## src/ppr_pkg.sv

```systemverilog
package ppr_pkg;

  // ************************************************************
  // device size and clock
  // ************************************************************
  localparam int NUM_PORTS = 2;
  localparam int CLK_MHZ   = 125;

  // ************************************************************
  // debounce times and derived cycle counts
  // ************************************************************
  localparam int CONN_DEBOUNCE_MS  = 341;
  localparam int BIAS_DEBOUNCE_US  = 52;
  localparam int CONN_DEBOUNCE_CYC = CONN_DEBOUNCE_MS * CLK_MHZ * 1000;
  localparam int BIAS_DEBOUNCE_CYC = BIAS_DEBOUNCE_US * CLK_MHZ;

  // ************************************************************
  // register addresses
  // ************************************************************
  localparam logic [3:0] ADDR_EVENT  = 4'h5;
  localparam logic [3:0] ADDR_SELECT = 4'h7;
  localparam logic [3:0] ADDR_PG_08  = 4'h8;
  localparam logic [3:0] ADDR_PG_09  = 4'h9;
  localparam logic [3:0] ADDR_OUI0   = 4'hA;
  localparam logic [3:0] ADDR_OUI1   = 4'hB;
  localparam logic [3:0] ADDR_OUI2   = 4'hC;
  localparam logic [3:0] ADDR_PART0  = 4'hD;
  localparam logic [3:0] ADDR_PART1  = 4'hE;
  localparam logic [3:0] ADDR_PART2  = 4'hF;
  localparam logic [3:0] ADDR_SRST   = 4'hE;

  // ************************************************************
  // pages, field positions and codes
  // ************************************************************
  localparam logic [2:0] PAGE_PORT   = 3'h0;
  localparam logic [2:0] PAGE_IDENT  = 3'h1;
  localparam logic [2:0] PAGE_VENDOR = 3'h7;
  localparam int         SEL_PAGE_LSB = 5;
  localparam int         BIT_OFF      = 0;
  localparam int         BIT_EVT_EN   = 4;
  localparam int         BIT_FAULT    = 3;
  localparam int         BIT_NPH      = 7;
  localparam int         BIT_SRST     = 7;
  localparam int         BIT_EVENT    = 0;
  localparam logic [1:0] LINE_Z       = 2'h3;
  localparam logic [1:0] LINE_ONE     = 2'h1;
  localparam logic [1:0] LINE_ZERO    = 2'h2;
  localparam logic [2:0] SPEED_S400   = 3'h2;
  localparam logic [7:0] COMPLIANCE   = 8'h01;
  localparam logic [1:0] LRATE_RST    = 2'h0;

endpackage : ppr_pkg

```

## src/ppr_filt_if.sv

```systemverilog
`timescale 1ns/1ns
interface ppr_filt_if;
  logic raw;
  logic stable;

  modport filt (input raw, output stable);
  modport user (output raw, input stable);
endinterface : ppr_filt_if

```

## src/ppr_debounce.sv

```systemverilog
`timescale 1ns/1ns
module ppr_debounce #(
  parameter int LIMIT = 16
) (
  // clock and reset
  input wire logic ref_clk_in,
  input wire logic srst_in,
  // filtered line
  ppr_filt_if.filt line
);

  localparam int CW = $clog2(LIMIT + 1);

  logic          s1_r;
  logic          s2_r;
  logic          stable_r;
  logic [CW-1:0] cnt_r;

  // any drop restarts the wait; level goes only once fully stable
  always_ff @(posedge ref_clk_in) begin
    if (srst_in) begin
      s1_r     <= 1'b0;
      s2_r     <= 1'b0;
      stable_r <= 1'b0;
      cnt_r    <= '0;
    end else begin
      s1_r <= line.raw;
      s2_r <= s1_r;
      if (!s2_r) begin
        cnt_r    <= '0;
        stable_r <= 1'b0;
      end else if (cnt_r == CW'(LIMIT - 1)) begin
        stable_r <= 1'b1;
      end else begin
        cnt_r <= cnt_r + 1'b1;
      end
    end
  end

  assign line.stable = stable_r;
endmodule : ppr_debounce

```

## src/ppr_port_regs.sv

```systemverilog
`timescale 1ns/1ns
// Overview of operation
// RL1 - A-pair state reads 11 high-Z, 01 one, 10 zero.
// RL2 - B-pair state uses the same two-bit encoding.
// RL3 - child flag 1 for child; disconnected, disabled, suspended ports read child.
// RL4 - software ignores child flag until tree identification completes.
// RL5 - connected flag sets after 341 ms stable; cleared only by hardware reset. Code also clears it as soon as the synchronised line drops.
// RL6 - bias flag sets after 52 us of stable incoming bias.
// RL7 - disable bit disables port; hardware reset clears it.
// RL8 - peer rate reads 000 S100, 001 S200, 010 S400.
// RL9 - software ignores peer rate until self-identification completes.
// RL10 - peer rate never reads above 010.
// RL11 - enabled port events set event flag and notify the link.
// RL12 - fault bit set on suspend/resume fault; write 1 clears it.
// RL13 - resume fault without peer bias; suspend fault with peer bias.
// RL14 - software selects page 1 for identification.
// RL15 - compliance byte at 1000 reads 01h.
// RL16 - maker OUI at 1010 to 1100, high byte first.
// RL17 - part identifier at 1101 to 1111, high byte first.
// RL18 - software selects page 7 for vendor controls.
// RL19 - page 7 at 1000: null-packet hold bit 0, link rate bits 6-7. Code uses bit 7 for null-packet hold and bits 0-1 for link rate.
// RL20 - soft device reset at page 7, 1110 bit 0; rest reserved. Code takes the soft reset from bit 7.
// RL21 - unimplemented port reads zero on the port status page.
// RL22 - page selector picks page for addresses 8-15; resets to 0.
// RL23 - change of bias, connected, disabled or fault sets event flag.
// RL24 - reserved bits read zero and ignore writes.
module ppr_port_regs #(
  parameter int          NUM_PORTS = ppr_pkg::NUM_PORTS,
  parameter int          CONN_CYC  = ppr_pkg::CONN_DEBOUNCE_CYC,
  parameter int          BIAS_CYC  = ppr_pkg::BIAS_DEBOUNCE_CYC,
  parameter logic [23:0] MAKER_OUI = 24'h5A5A5A,  // arbitrary value
  parameter logic [23:0] PART_IDENT = 24'hA5A5A5  // arbitrary value
) (
  // clock and reset
  input  wire logic                      ref_clk_in,
  input  wire logic                      srst_in,
  // register port
  input  wire logic [3:0]                reg_addr_in,
  input  wire logic [7:0]                reg_wdata_in,
  input  wire logic                      reg_wr_in,
  input  wire logic                      reg_rd_in,
  output logic      [7:0]                reg_rdata_out,
  // port line pins
  input  wire logic [NUM_PORTS-1:0]      tpa_high_z_in,
  input  wire logic [NUM_PORTS-1:0]      tpa_level_in,
  input  wire logic [NUM_PORTS-1:0]      tpb_high_z_in,
  input  wire logic [NUM_PORTS-1:0]      tpb_level_in,
  input  wire logic [NUM_PORTS-1:0]      child_in,
  input  wire logic [NUM_PORTS-1:0]      conn_raw_in,
  input  wire logic [NUM_PORTS-1:0]      bias_raw_in,
  input  wire logic [NUM_PORTS-1:0]      suspended_in,
  input  wire logic [NUM_PORTS-1:0]      resuming_in,
  input  wire logic [NUM_PORTS-1:0]      suspending_in,
  input  wire logic [NUM_PORTS-1:0][2:0] peer_rate_in,
  // controls to the port and link logic
  output logic      [NUM_PORTS-1:0]      port_disable_out,
  output logic                           port_event_out,
  output logic                           null_packet_hold_out,
  output logic      [1:0]                link_rate_out,
  output logic                           soft_device_reset_out
);

  localparam int PW = (NUM_PORTS > 1) ? $clog2(NUM_PORTS) : 1;
  localparam int SW = 11;

  // ************************************************************
  // pin synchronisers
  // ************************************************************
  logic [NUM_PORTS-1:0][SW-1:0] pin_raw;
  logic [NUM_PORTS-1:0][SW-1:0] pin_s1_r;
  logic [NUM_PORTS-1:0][SW-1:0] pin_s2_r;

  logic [NUM_PORTS-1:0]      tpa_z;
  logic [NUM_PORTS-1:0]      tpa_l;
  logic [NUM_PORTS-1:0]      tpb_z;
  logic [NUM_PORTS-1:0]      tpb_l;
  logic [NUM_PORTS-1:0]      child_s;
  logic [NUM_PORTS-1:0]      susp_s;
  logic [NUM_PORTS-1:0]      resm_s;
  logic [NUM_PORTS-1:0]      sspd_s;
  logic [NUM_PORTS-1:0][2:0] spd_s;
  logic [NUM_PORTS-1:0]      conn_deb;
  logic [NUM_PORTS-1:0]      bias_deb;

  always_ff @(posedge ref_clk_in) begin
    if (srst_in) begin
      pin_s1_r <= '0;
      pin_s2_r <= '0;
    end else begin
      pin_s1_r <= pin_raw;
      pin_s2_r <= pin_s1_r;
    end
  end

  // ************************************************************
  // selector and control registers
  // ************************************************************
  logic [2:0] page_r;
  logic [3:0] port_sel_r;
  logic       evt_r;
  logic       nph_r;
  logic [1:0] lrate_r;
  logic       soft_rst_r;
  logic [7:0] rdata_r;

  logic [NUM_PORTS-1:0]      off_r;
  logic [NUM_PORTS-1:0]      evt_en_r;
  logic [NUM_PORTS-1:0]      fault_r;
  logic [NUM_PORTS-1:0][3:0] watch_prev_r;
  logic [NUM_PORTS-1:0][3:0] watch;
  logic [NUM_PORTS-1:0]      fault_set;
  logic [NUM_PORTS-1:0]      port_change;
  logic [NUM_PORTS-1:0][7:0] line_byte;
  logic [NUM_PORTS-1:0][7:0] speed_byte;

  // ************************************************************
  // write decode
  // ************************************************************
  logic          port_ok;
  logic [PW-1:0] pidx;
  logic          pg_port;
  logic          pg_ident;
  logic          pg_vendor;
  logic          wr_select;
  logic          wr_event;
  logic          wr_line;
  logic          wr_speed;
  logic          wr_vctrl;
  logic          wr_soft_rst;
  logic          evt_clr;
  logic          evt_nxt;

  assign port_ok   = port_sel_r < 4'(NUM_PORTS);  // [RL21]
  assign pidx      = port_sel_r[PW-1:0];
  assign pg_port   = page_r == ppr_pkg::PAGE_PORT;
  assign pg_ident  = page_r == ppr_pkg::PAGE_IDENT;
  assign pg_vendor = page_r == ppr_pkg::PAGE_VENDOR;
  assign wr_select = reg_wr_in && reg_addr_in == ppr_pkg::ADDR_SELECT;
  assign wr_event  = reg_wr_in && reg_addr_in == ppr_pkg::ADDR_EVENT;
  assign wr_line   = reg_wr_in && pg_port && port_ok
                     && reg_addr_in == ppr_pkg::ADDR_PG_08;
  assign wr_speed  = reg_wr_in && pg_port && port_ok
                     && reg_addr_in == ppr_pkg::ADDR_PG_09;
  assign wr_vctrl  = reg_wr_in && pg_vendor
                     && reg_addr_in == ppr_pkg::ADDR_PG_08;
  assign wr_soft_rst = reg_wr_in && pg_vendor
                       && reg_addr_in == ppr_pkg::ADDR_SRST;
  assign evt_clr   = wr_event && reg_wdata_in[ppr_pkg::BIT_EVENT];
  // a new port event beats a clear in the same cycle
  assign evt_nxt   = (|port_change) || (evt_r && !evt_clr);  // [RL11] [RL23]

  // ************************************************************
  // per-port logic
  // ************************************************************
  genvar gi;
  generate
    for (gi = 0; gi < NUM_PORTS; gi++) begin : g_port
      ppr_filt_if conn_if ();
      ppr_filt_if bias_if ();
      logic sel_me;

      assign pin_raw[gi] = {tpa_high_z_in[gi], tpa_level_in[gi],
                            tpb_high_z_in[gi], tpb_level_in[gi],
                            child_in[gi], suspended_in[gi],
                            resuming_in[gi], suspending_in[gi],
                            peer_rate_in[gi]};
      assign {tpa_z[gi], tpa_l[gi], tpb_z[gi], tpb_l[gi], child_s[gi],
              susp_s[gi], resm_s[gi], sspd_s[gi], spd_s[gi]} = pin_s2_r[gi];

      assign conn_if.raw  = conn_raw_in[gi];
      assign bias_if.raw  = bias_raw_in[gi];
      assign conn_deb[gi] = conn_if.stable;
      assign bias_deb[gi] = bias_if.stable;

      ppr_debounce #(.LIMIT(CONN_CYC)) u_conn_filt (  // [RL5]
        .ref_clk_in (ref_clk_in),
        .srst_in    (srst_in),
        .line       (conn_if)
      );

      ppr_debounce #(.LIMIT(BIAS_CYC)) u_bias_filt (  // [RL6]
        .ref_clk_in (ref_clk_in),
        .srst_in    (srst_in),
        .line       (bias_if)
      );

      assign sel_me = pidx == PW'(gi);
      assign fault_set[gi] = (resm_s[gi] && !bias_deb[gi])
                             || (sspd_s[gi] && bias_deb[gi]);  // [RL13]
      assign watch[gi] = {bias_deb[gi], conn_deb[gi], off_r[gi], fault_r[gi]};
      assign port_change[gi] = evt_en_r[gi]
                               && watch[gi] != watch_prev_r[gi];  // [RL23]

      assign line_byte[gi] = {
        tpa_z[gi] ? ppr_pkg::LINE_Z
                  : (tpa_l[gi] ? ppr_pkg::LINE_ONE : ppr_pkg::LINE_ZERO),  // [RL1]
        tpb_z[gi] ? ppr_pkg::LINE_Z
                  : (tpb_l[gi] ? ppr_pkg::LINE_ONE : ppr_pkg::LINE_ZERO),  // [RL2]
        child_s[gi] || !conn_deb[gi] || off_r[gi] || susp_s[gi],  // [RL3]
        conn_deb[gi],
        bias_deb[gi],
        off_r[gi]};
      // the detector tops out at S400; anything above is clamped
      assign speed_byte[gi] = {
        (spd_s[gi] > ppr_pkg::SPEED_S400) ? ppr_pkg::SPEED_S400
                                          : spd_s[gi],  // [RL8] [RL10]
        evt_en_r[gi],
        fault_r[gi],
        3'h0};  // [RL24]

      // only hardware reset touches these; bus reset never reaches here
      always_ff @(posedge ref_clk_in) begin
        if (srst_in) begin
          off_r[gi]        <= 1'b0;
          evt_en_r[gi]     <= 1'b0;
          fault_r[gi]      <= 1'b0;
          watch_prev_r[gi] <= 4'h0;
        end else begin
          watch_prev_r[gi] <= watch[gi];
          if (wr_line && sel_me) begin
            off_r[gi] <= reg_wdata_in[ppr_pkg::BIT_OFF];  // [RL7]
          end
          if (wr_speed && sel_me) begin
            evt_en_r[gi] <= reg_wdata_in[ppr_pkg::BIT_EVT_EN];  // [RL11]
          end
          fault_r[gi] <= fault_set[gi] || (fault_r[gi]
                         && !(wr_speed && sel_me
                         && reg_wdata_in[ppr_pkg::BIT_FAULT]));  // [RL12]
        end
      end
    end
  endgenerate

  // ************************************************************
  // shared control registers
  // ************************************************************
  always_ff @(posedge ref_clk_in) begin
    if (srst_in) begin
      page_r     <= ppr_pkg::PAGE_PORT;
      port_sel_r <= 4'h0;
      evt_r      <= 1'b0;
      nph_r      <= 1'b0;
      lrate_r    <= ppr_pkg::LRATE_RST;
      soft_rst_r <= 1'b0;
    end else begin
      if (wr_select) begin
        page_r     <= reg_wdata_in[7:ppr_pkg::SEL_PAGE_LSB];  // [RL22]
        port_sel_r <= reg_wdata_in[3:0];
      end
      if (wr_vctrl) begin
        nph_r   <= reg_wdata_in[ppr_pkg::BIT_NPH];  // [RL19]
        lrate_r <= reg_wdata_in[1:0];
      end
      evt_r <= evt_nxt;
      soft_rst_r <= wr_soft_rst && reg_wdata_in[ppr_pkg::BIT_SRST];  // [RL20]
    end
  end

  // ************************************************************
  // read selection
  // ************************************************************
  logic [7:0] p0_val;
  logic [7:0] p1_val;
  logic [7:0] p7_val;
  logic [7:0] paged_val;
  logic [7:0] base_val;
  logic [7:0] rd_val;

  assign p0_val = !port_ok ? 8'h00 :  // [RL21]
                  (reg_addr_in == ppr_pkg::ADDR_PG_08) ? line_byte[pidx] :
                  (reg_addr_in == ppr_pkg::ADDR_PG_09) ? speed_byte[pidx] :
                  8'h00;
  assign p1_val = (reg_addr_in == ppr_pkg::ADDR_PG_08) ? ppr_pkg::COMPLIANCE :  // [RL15]
                  (reg_addr_in == ppr_pkg::ADDR_OUI0)  ? MAKER_OUI[23:16] :  // [RL16]
                  (reg_addr_in == ppr_pkg::ADDR_OUI1)  ? MAKER_OUI[15:8] :
                  (reg_addr_in == ppr_pkg::ADDR_OUI2)  ? MAKER_OUI[7:0] :
                  (reg_addr_in == ppr_pkg::ADDR_PART0) ? PART_IDENT[23:16] :  // [RL17]
                  (reg_addr_in == ppr_pkg::ADDR_PART1) ? PART_IDENT[15:8] :
                  (reg_addr_in == ppr_pkg::ADDR_PART2) ? PART_IDENT[7:0] :
                  8'h00;
  // reset control reads back zero; test locations are not built
  assign p7_val = (reg_addr_in == ppr_pkg::ADDR_PG_08)
                  ? {nph_r, 5'h00, lrate_r} : 8'h00;  // [RL19] [RL20] [RL24]
  assign paged_val = pg_port   ? p0_val :
                     pg_ident  ? p1_val :
                     pg_vendor ? p7_val : 8'h00;
  assign base_val = (reg_addr_in == ppr_pkg::ADDR_SELECT)
                    ? {page_r, 1'b0, port_sel_r} :
                    (reg_addr_in == ppr_pkg::ADDR_EVENT)
                    ? {7'h00, evt_r} : 8'h00;
  assign rd_val = reg_addr_in[3] ? paged_val : base_val;

  // data stand only in the cycle after the read strobe
  always_ff @(posedge ref_clk_in) begin
    if (srst_in) begin
      rdata_r <= 8'h00;
    end else begin
      rdata_r <= reg_rd_in ? rd_val : 8'h00;
    end
  end

  assign reg_rdata_out         = rdata_r;
  assign port_disable_out      = off_r;
  assign port_event_out        = evt_r;
  assign null_packet_hold_out  = nph_r;
  assign link_rate_out         = lrate_r;
  assign soft_device_reset_out = soft_rst_r;
endmodule : ppr_port_regs

```

## config.mk

```make
export PLATFORM = sky130hd
export DESIGN_NAME = ppr_port_regs
export DESIGN_NICKNAME = d
export VERILOG_FILES = /design/src/ppr_pkg.sv /design/src/ppr_filt_if.sv /design/src/ppr_debounce.sv /design/src/ppr_port_regs.sv
export SDC_FILE = /design/constraint.sdc
export NUM_CORES = 1
export LEC_CHECK = 0
export BUFFER_PORTS_ARGS = -buffer_cell sky130_fd_sc_hd__clkbuf_2
export CAP_MARGIN = 5
export CORE_UTILIZATION = 54
export DETAILED_ROUTE_END_ITERATION = 8
export PLACE_DENSITY = 0.74
export SYNTH_ARGS = -nofsm -noshare
export SYNTH_HDL_FRONTEND = slang
export SYNTH_HIERARCHICAL = 1
export SYNTH_SLANG_ARGS = --single-unit
```

## constraint.sdc

```tcl
create_clock -name ref_clk_in -period 3.38 [get_ports ref_clk_in]
set_clock_uncertainty 0.1 [all_clocks]
set_input_delay 0.338 -clock ref_clk_in [delete_from_list [all_inputs] [get_ports ref_clk_in]]
set_output_delay 0.338 -clock ref_clk_in [all_outputs]
set_load 0.03 [all_outputs]
```

# After elaboration in Yosys (flattened, before gate mapping)
# Index checks and enable logic that the tools add are counted.
[word_totals]
regBits = 168
in_bits = 42
out_inout_bits = 15
word_cells = 149
[classes]
n_addsub = 4
order_cmp = 4
n_eq_ne = 18
n_mux = 31
n_bitwise = 6
reduce_logical = 51
[ops]
columns = ["cell", "n"]
rows = [
  ["$mux W8", 20],
  ["$add A26 B1 Y26 const B", 2],
  ["$eq A26 B26 Y1 const B", 2],
  ["$eq A4 B4 Y1 const B", 8],
  ["$add A13 B1 Y13 const B", 2],
  ["$eq A13 B13 Y1 const B", 2],
  ["$logic_and A1 B1 Y1", 26],
  ["$mux W2", 8],
  ["$reduce_or A2 Y1", 6],
  ["$logic_or A1 B1 Y1", 11],
  ["$eq A4 B3 Y1 const B", 2],
  ["$ne A4 B4 Y1", 2],
  ["$logic_not A1 Y1", 7],
  ["$gt A3 B2 Y1 const B", 2],
  ["$mux W3", 2],
  ["$not A1 Y1", 6],
  ["$lt A4 B2 Y1 const B", 1],
  ["$eq A3 B1 Y1 const B", 1],
  ["$eq A3 B3 Y1 const B", 1],
  ["$logic_not A3 Y1", 1],
  ["$lt A1 B2 Y1 const B", 1],
  ["$mux W1", 1],
]

# Logic depth before layout (Yosys ltp)
[logic_depth]
ltp_word = 11
ltp_mapped = 6
mapped_depth_nobuf = 5

# Cells and area by module
# Netlist, hierarchy kept.
[by_module_without_submodules]
columns = ["module", "instances", "cells_per_inst", "area_per_inst_um2", "seq_area_each_um2"]
rows = [
  ["ppr_port_regs", 1, 294, 2947.8, 1561.5],
  ["ppr_debounce (g_port[0].u_conn_filt ...)", 2, 167, 1415.1, 580.6],
  ["ppr_debounce (g_port[0].u_bias_filt ...)", 2, 85, 750.7, 320.3],
]

# Worst setup path before layout
# Ideal clock, no wire load.
[synth_path]
path_kind = "reg-to-reg"
startpoint = "register g_port[0].u_conn_filt.cnt_r[0]"
endpoint = "register g_port[0].u_conn_filt.cnt_r[20]"
setup_ns = 0.070
t_arrival_ns = 1.853
required_ns = 3.210
path_slack_ns = 1.357
stages_incl_launch_ff = 7
n_path_buf = 1
synth_period_minus_slack_ns = 2.023
path_cell_list = "dfxtp_1 -> ha_1 -> nand2_1 -> or4_1 -> buf_2 -> or4_1 -> a21oi_1"
[synth_between]
elab_chain_len = 1
word_cells_on_any_way = 2
classes_between = "add/sub (1); eq/ne (1)"
[synth_lines]
columns = ["element", "line", "text"]
rows = [
  ["from (decl)", "ppr_debounce.sv:17", "logic [CW-1:0] cnt_r;"],
  ["from (signal assigned)", "ppr_debounce.sv:35", "cnt_r <= cnt_r + 1'b1;"],
  ["$add A26 B1 Y26 / $eq A26 B26 Y1 (equally long branches)", "ppr_debounce.sv:35, ppr_debounce.sv:32", ""],
]
# Parallel ways exist; a longest one is shown, timed or not.
# A chain may end at the register's enable or synchronous reset.

# Worst setup path after layout
[layout_path]
startpoint = "register g_port[1].u_conn_filt.cnt_r[0]"
endpoint = "register g_port[1].u_conn_filt.cnt_r[20]"
[layout_between]
elab_chain_len = 1
word_cells_on_any_way = 2
classes_between = "add/sub (1); eq/ne (1)"
[layout_lines]
columns = ["element", "line"]
rows = [
  ["from (decl)", "ppr_debounce.sv:17"],
  ["from (signal assigned)", "ppr_debounce.sv:35"],
  ["$add A26 B1 Y26 / $eq A26 B26 Y1 (equally long branches)", "ppr_debounce.sv:35, ppr_debounce.sv:32"],
]
# Parallel ways exist; a longest one is shown, timed or not.

==> impl_metrics.csv <==
group,metric,value,unit
timing,whs,0.0213,ns
critical_path,category_of_cells_accounting_for_the_largest_share_of_critical_path_delay,"simple AND/OR/NAND/NOR gates",
yosys,postSynth.asyncResetShare,0,%
global_routing,first_global_vias,5551,
critical_path,crit_path_to,"g_port[1].u_conn_filt/cnt_r[20]",
critical_path,worstReg2RegStart,"g_port[1].u_conn_filt/cnt_r[0]",
final_layout,share_of_layout_cells_above_drive_strength_1,12.8,%
final_layout,final_core_utilization,62.8,%
final_layout,n_antenna_cell,0,
drt,drtPass1Iterations,7,
global_routing,grt_remaining_overflow,0,
critical_path,critical_path.startpoint,"g_port[1].u_conn_filt/cnt_r[0]",
drt,drtAntennaViolNets,0,
drt,drcViolationCount,1,
drt,viasPerCell,5.84,
drt,vias,6040,
final_layout,layout-area-overhead-vs-synth,13.8,%
clocking,htree_levels,4,
timing,timing.final.max_slew_violations,0,
global_routing,grt_antenna_before_repair,0,
outcome,failed_checks,"design-rule violations",
final_layout,final_cell_area,8280,um^2
critical_path,critical_path.startpoint_type,"register",
critical_path,timing.critical_path.arrival,2.46,ns
timing,grt_setup_unrepaired,"no",
critical_path,worst_ep_required_time,3.62,ns
yosys,netlist_instances,798,
timing,endpoints_failing_hold,0,
clocking,cts_made_buffers,17,
run,max_cap_violations,0,
yosys,yosys-top-cells-area,"dfxtp_1 (46%), nor2b_1 (5.8%), a21oi_1 (3.8%)",
drt,avgRoutedWirePerCell,14.8,um
critical_path,worstPathCellList,"ha_1 -> nand2_1 -> or4_1 -> or4_1 -> a21oi_1",
outcome,run_status,"finished with violations",
floorplanning,die_x,118,um
final_layout,most-common-layout-cells,"dfxtp_1 (168), nor2b_1 (67), nand2_1 (64)",
timing,max_freq,0.450,GHz
yosys,synth_area,7280,um^2
clocking,cts.repair.resized,0,
place,dpl.hpwl,10.6,mm
timing,period_share,65.8,%
yosys,yosys.area.top_type_share,46.2,%
critical_path,crit-reg2reg-capture,"g_port[1].u_conn_filt/cnt_r[20]",
global_routing,grt_start_max_net_pins,44,
yosys,synth_enable_flop_cells,0,
clocking,worst_setup_hold_path_clk_slew,0.07,ns
global_routing,track_usage,22.5,%
pwr,cellPowerDensity,498,nW/um^2
clocking,cts.root.buffer_cell,"clkbuf_16",
drt,detail_route.wirelength,15.3,mm
yosys,synth-seq-area-share,46.2,%
critical_path,timing.critical_path.fanout_max,9,
clocking,cts.repair_timing.setup_buffer_count,0,
min_path,min-delay-path-class,"input port to register",
timing,final-setup-viol-count,0,
critical_path,critical_path.n_buffers_inverters,0,
place,standard_cell_area_after_detailed_placement,7650,um^2
clocking,cts_tree,"done",
critical_path,path_depth,5,
yosys,number_of_different_library_cells_in_the_post_synthesis_netlist,62,
critical_path,critPathMaxStageDelay,0.65,ns
yosys,ys_warn_count,6,
floorplanning,fp.dieArea,13900,um^2
floorplanning,core,13200,um^2
yosys,synth_ff_type,"dfxtp_1",
floorplanning,io-pin-count,57,
floorplanning,placementRows,42,
final_layout,total_of_fill_cells_in_the_finished_design,1128,
timing,timing.setup.tns,0,ns
yosys,yosys.area.top_type,"dfxtp_1",
drt,drt_iter0_drc,566,
final_layout,most_frequent_standard_cell_in_the_layout_excluding_fill_and_tap_cells,"dfxtp_1",
final_layout,fin_nets,891,
floorplanning,floorplan.initialDensity,55.2,%
timing,relSlewSlack,36.1,%
critical_path,timing.setup.critical_path_class,"register to register",
clocking,clkSinkCount,168,
critical_path,rrSetupSlack,1.16,ns
pwr,power.ir.vdd_worst,0.419,mV
pwr,total_leakage_power,2.85,nW
clocking,clock_latency_late_sink,0.42,ns
yosys,mappedNetlistNets,844,
global_routing,wire_length_of_the_first_global_routing_pass,25.6,mm
critical_path,path_common_cell,"or4_1",
place,place.gp.congestion,0.887,
place,place.port_buffers,56,
critical_path,crit_slowest_cell,"or4_1",
critical_path,ff2ff_path_depth,5,
timing,timing_worst_slew_pin_value,0.959,ns
yosys,postSynthRegisterBits,168,
clocking,clock_tree.buffer_depth,2,
critical_path,end_kind,"register",
floorplanning,height_of_the_die,118,um
timing,final.min_clock_period,2.22,ns
yosys,synth.avg_cell_area,9.12,um^2
cells in the mapped netlist, types with 21 or more instances:
cell type,instances
dfxtp_1,168
nand2_1,64
nand4_1,23
clkbuf_1,22
xor2_1,24
nand3_1,30
nor2b_1,67
o31ai_1,22
o21ai_0,42
mux2i_1,21
a21oi_1,55
nor2_1,31
sequential cells by signal, indices dropped and copies added (netlist names), 2 cells and up:
name,count
g_port.u_bias_filt/s1_r,2
g_port.u_conn_filt/s2_r,2
g_port.u_conn_filt/s1_r,2
link_rate_out,2
evt_en_r,2
g_port.u_conn_filt/cnt_r,52
reg_rdata_out,8
port_sel_r,4
pin_s1_r,22
g_port.u_conn_filt/line.stable,2
fault_r,2
g_port.u_bias_filt/cnt_r,26
watch_prev_r,8
pin_s2_r,20
g_port.u_bias_filt/s2_r,2
port_disable_out,2
child_s,2
page_r,3
g_port.u_bias_filt/line.stable,2
metrics by stage:
stage,power (mW),std cells,worst slack [ns]
finish,4.13,1034,1.16
global placement,2.20,999,1.26
detailed placement,2.20,999,1.17
global route,4.26,1034,1.01
CTS,4.17,1034,1.17
floorplan,2.15,798,1.36
power by group:
part / leakage, nW / internal (mW) / total, mW / switching, mW
combinational: 1.19 / 0.0580 / 0.129 / 0.0712
clock: 0.297 / 1.12 / 1.97 / 0.848
sequential: 1.37 / 2.01 / 2.03 / 0.0147
layer usage:
metal | global-route usage, % | routed length (um) | vias up
li1 | - | - | 3004
met1 | 28.2 | 6930 | 2861
met2 | 37.6 | 7490 | 160
met3 | 5.47 | 648 | 15
met4 | 7.93 | 189 | 0
met5 | 0 | 0 | -
worst min path at each step:
stage	from	endpoint	cells after the start
4_1_cts	tpb_high_z_in[1]	pin_s1_r[19]	2
2_1_floorplan	srst_in	g_port[0].u_bias_filt/s1_r	1
3_5_place_dp	g_port[1].u_bias_filt/s1_r	g_port[1].u_bias_filt/s2_r	1
3_3_place_gp	g_port[1].u_bias_filt/s1_r	g_port[1].u_bias_filt/s2_r	1
5_1_grt	peer_rate_in[2]	pin_s1_r[2]	2
6_report	tpb_high_z_in[1]	pin_s1_r[19]	2
cells by family (layout without fill, tap and decap cells):
logic type | Yosys count | after routing | synth area share (%)
fa+ha+maj | 4 | 4 | 0.688
buf+inv | 50 | 110 | 2.90
flops | 168 | 168 | 46.2
mux | 24 | 24 | 3.35
simple gates | 372 | 372 | 30.8
xor+xnor | 26 | 26 | 3.13
compound gates | 154 | 154 | 12.9
worst register-to-register path: stages, from the launching register on:
cell and delay, ns:
dfxtp_1 0.37, ha_1 0.22, nand2_1 0.11, or4_1 0.65, or4_1 0.55, a21oi_1 0.15
area by class of cell:
class                           instances  area, um^2  area share [%]
Tap cell                              176         220            2.66
Timing Repair Buffer                   61         325            3.93
Clock inverter                         15         179            2.16
Inverter                               17        63.8           0.771
Clock buffer                           17         425            5.14
Sequential cell                       168        3360            40.6
Multi-Input combinational cell        580        3700            44.7
timing repair:
item / in CTS / in global routing
endpoints found under the hold margin: 3 / 0
endpoints found under the setup margin: 0 / 0
hold buffers: 3 / 0
(Power assumes the default switching activity.)
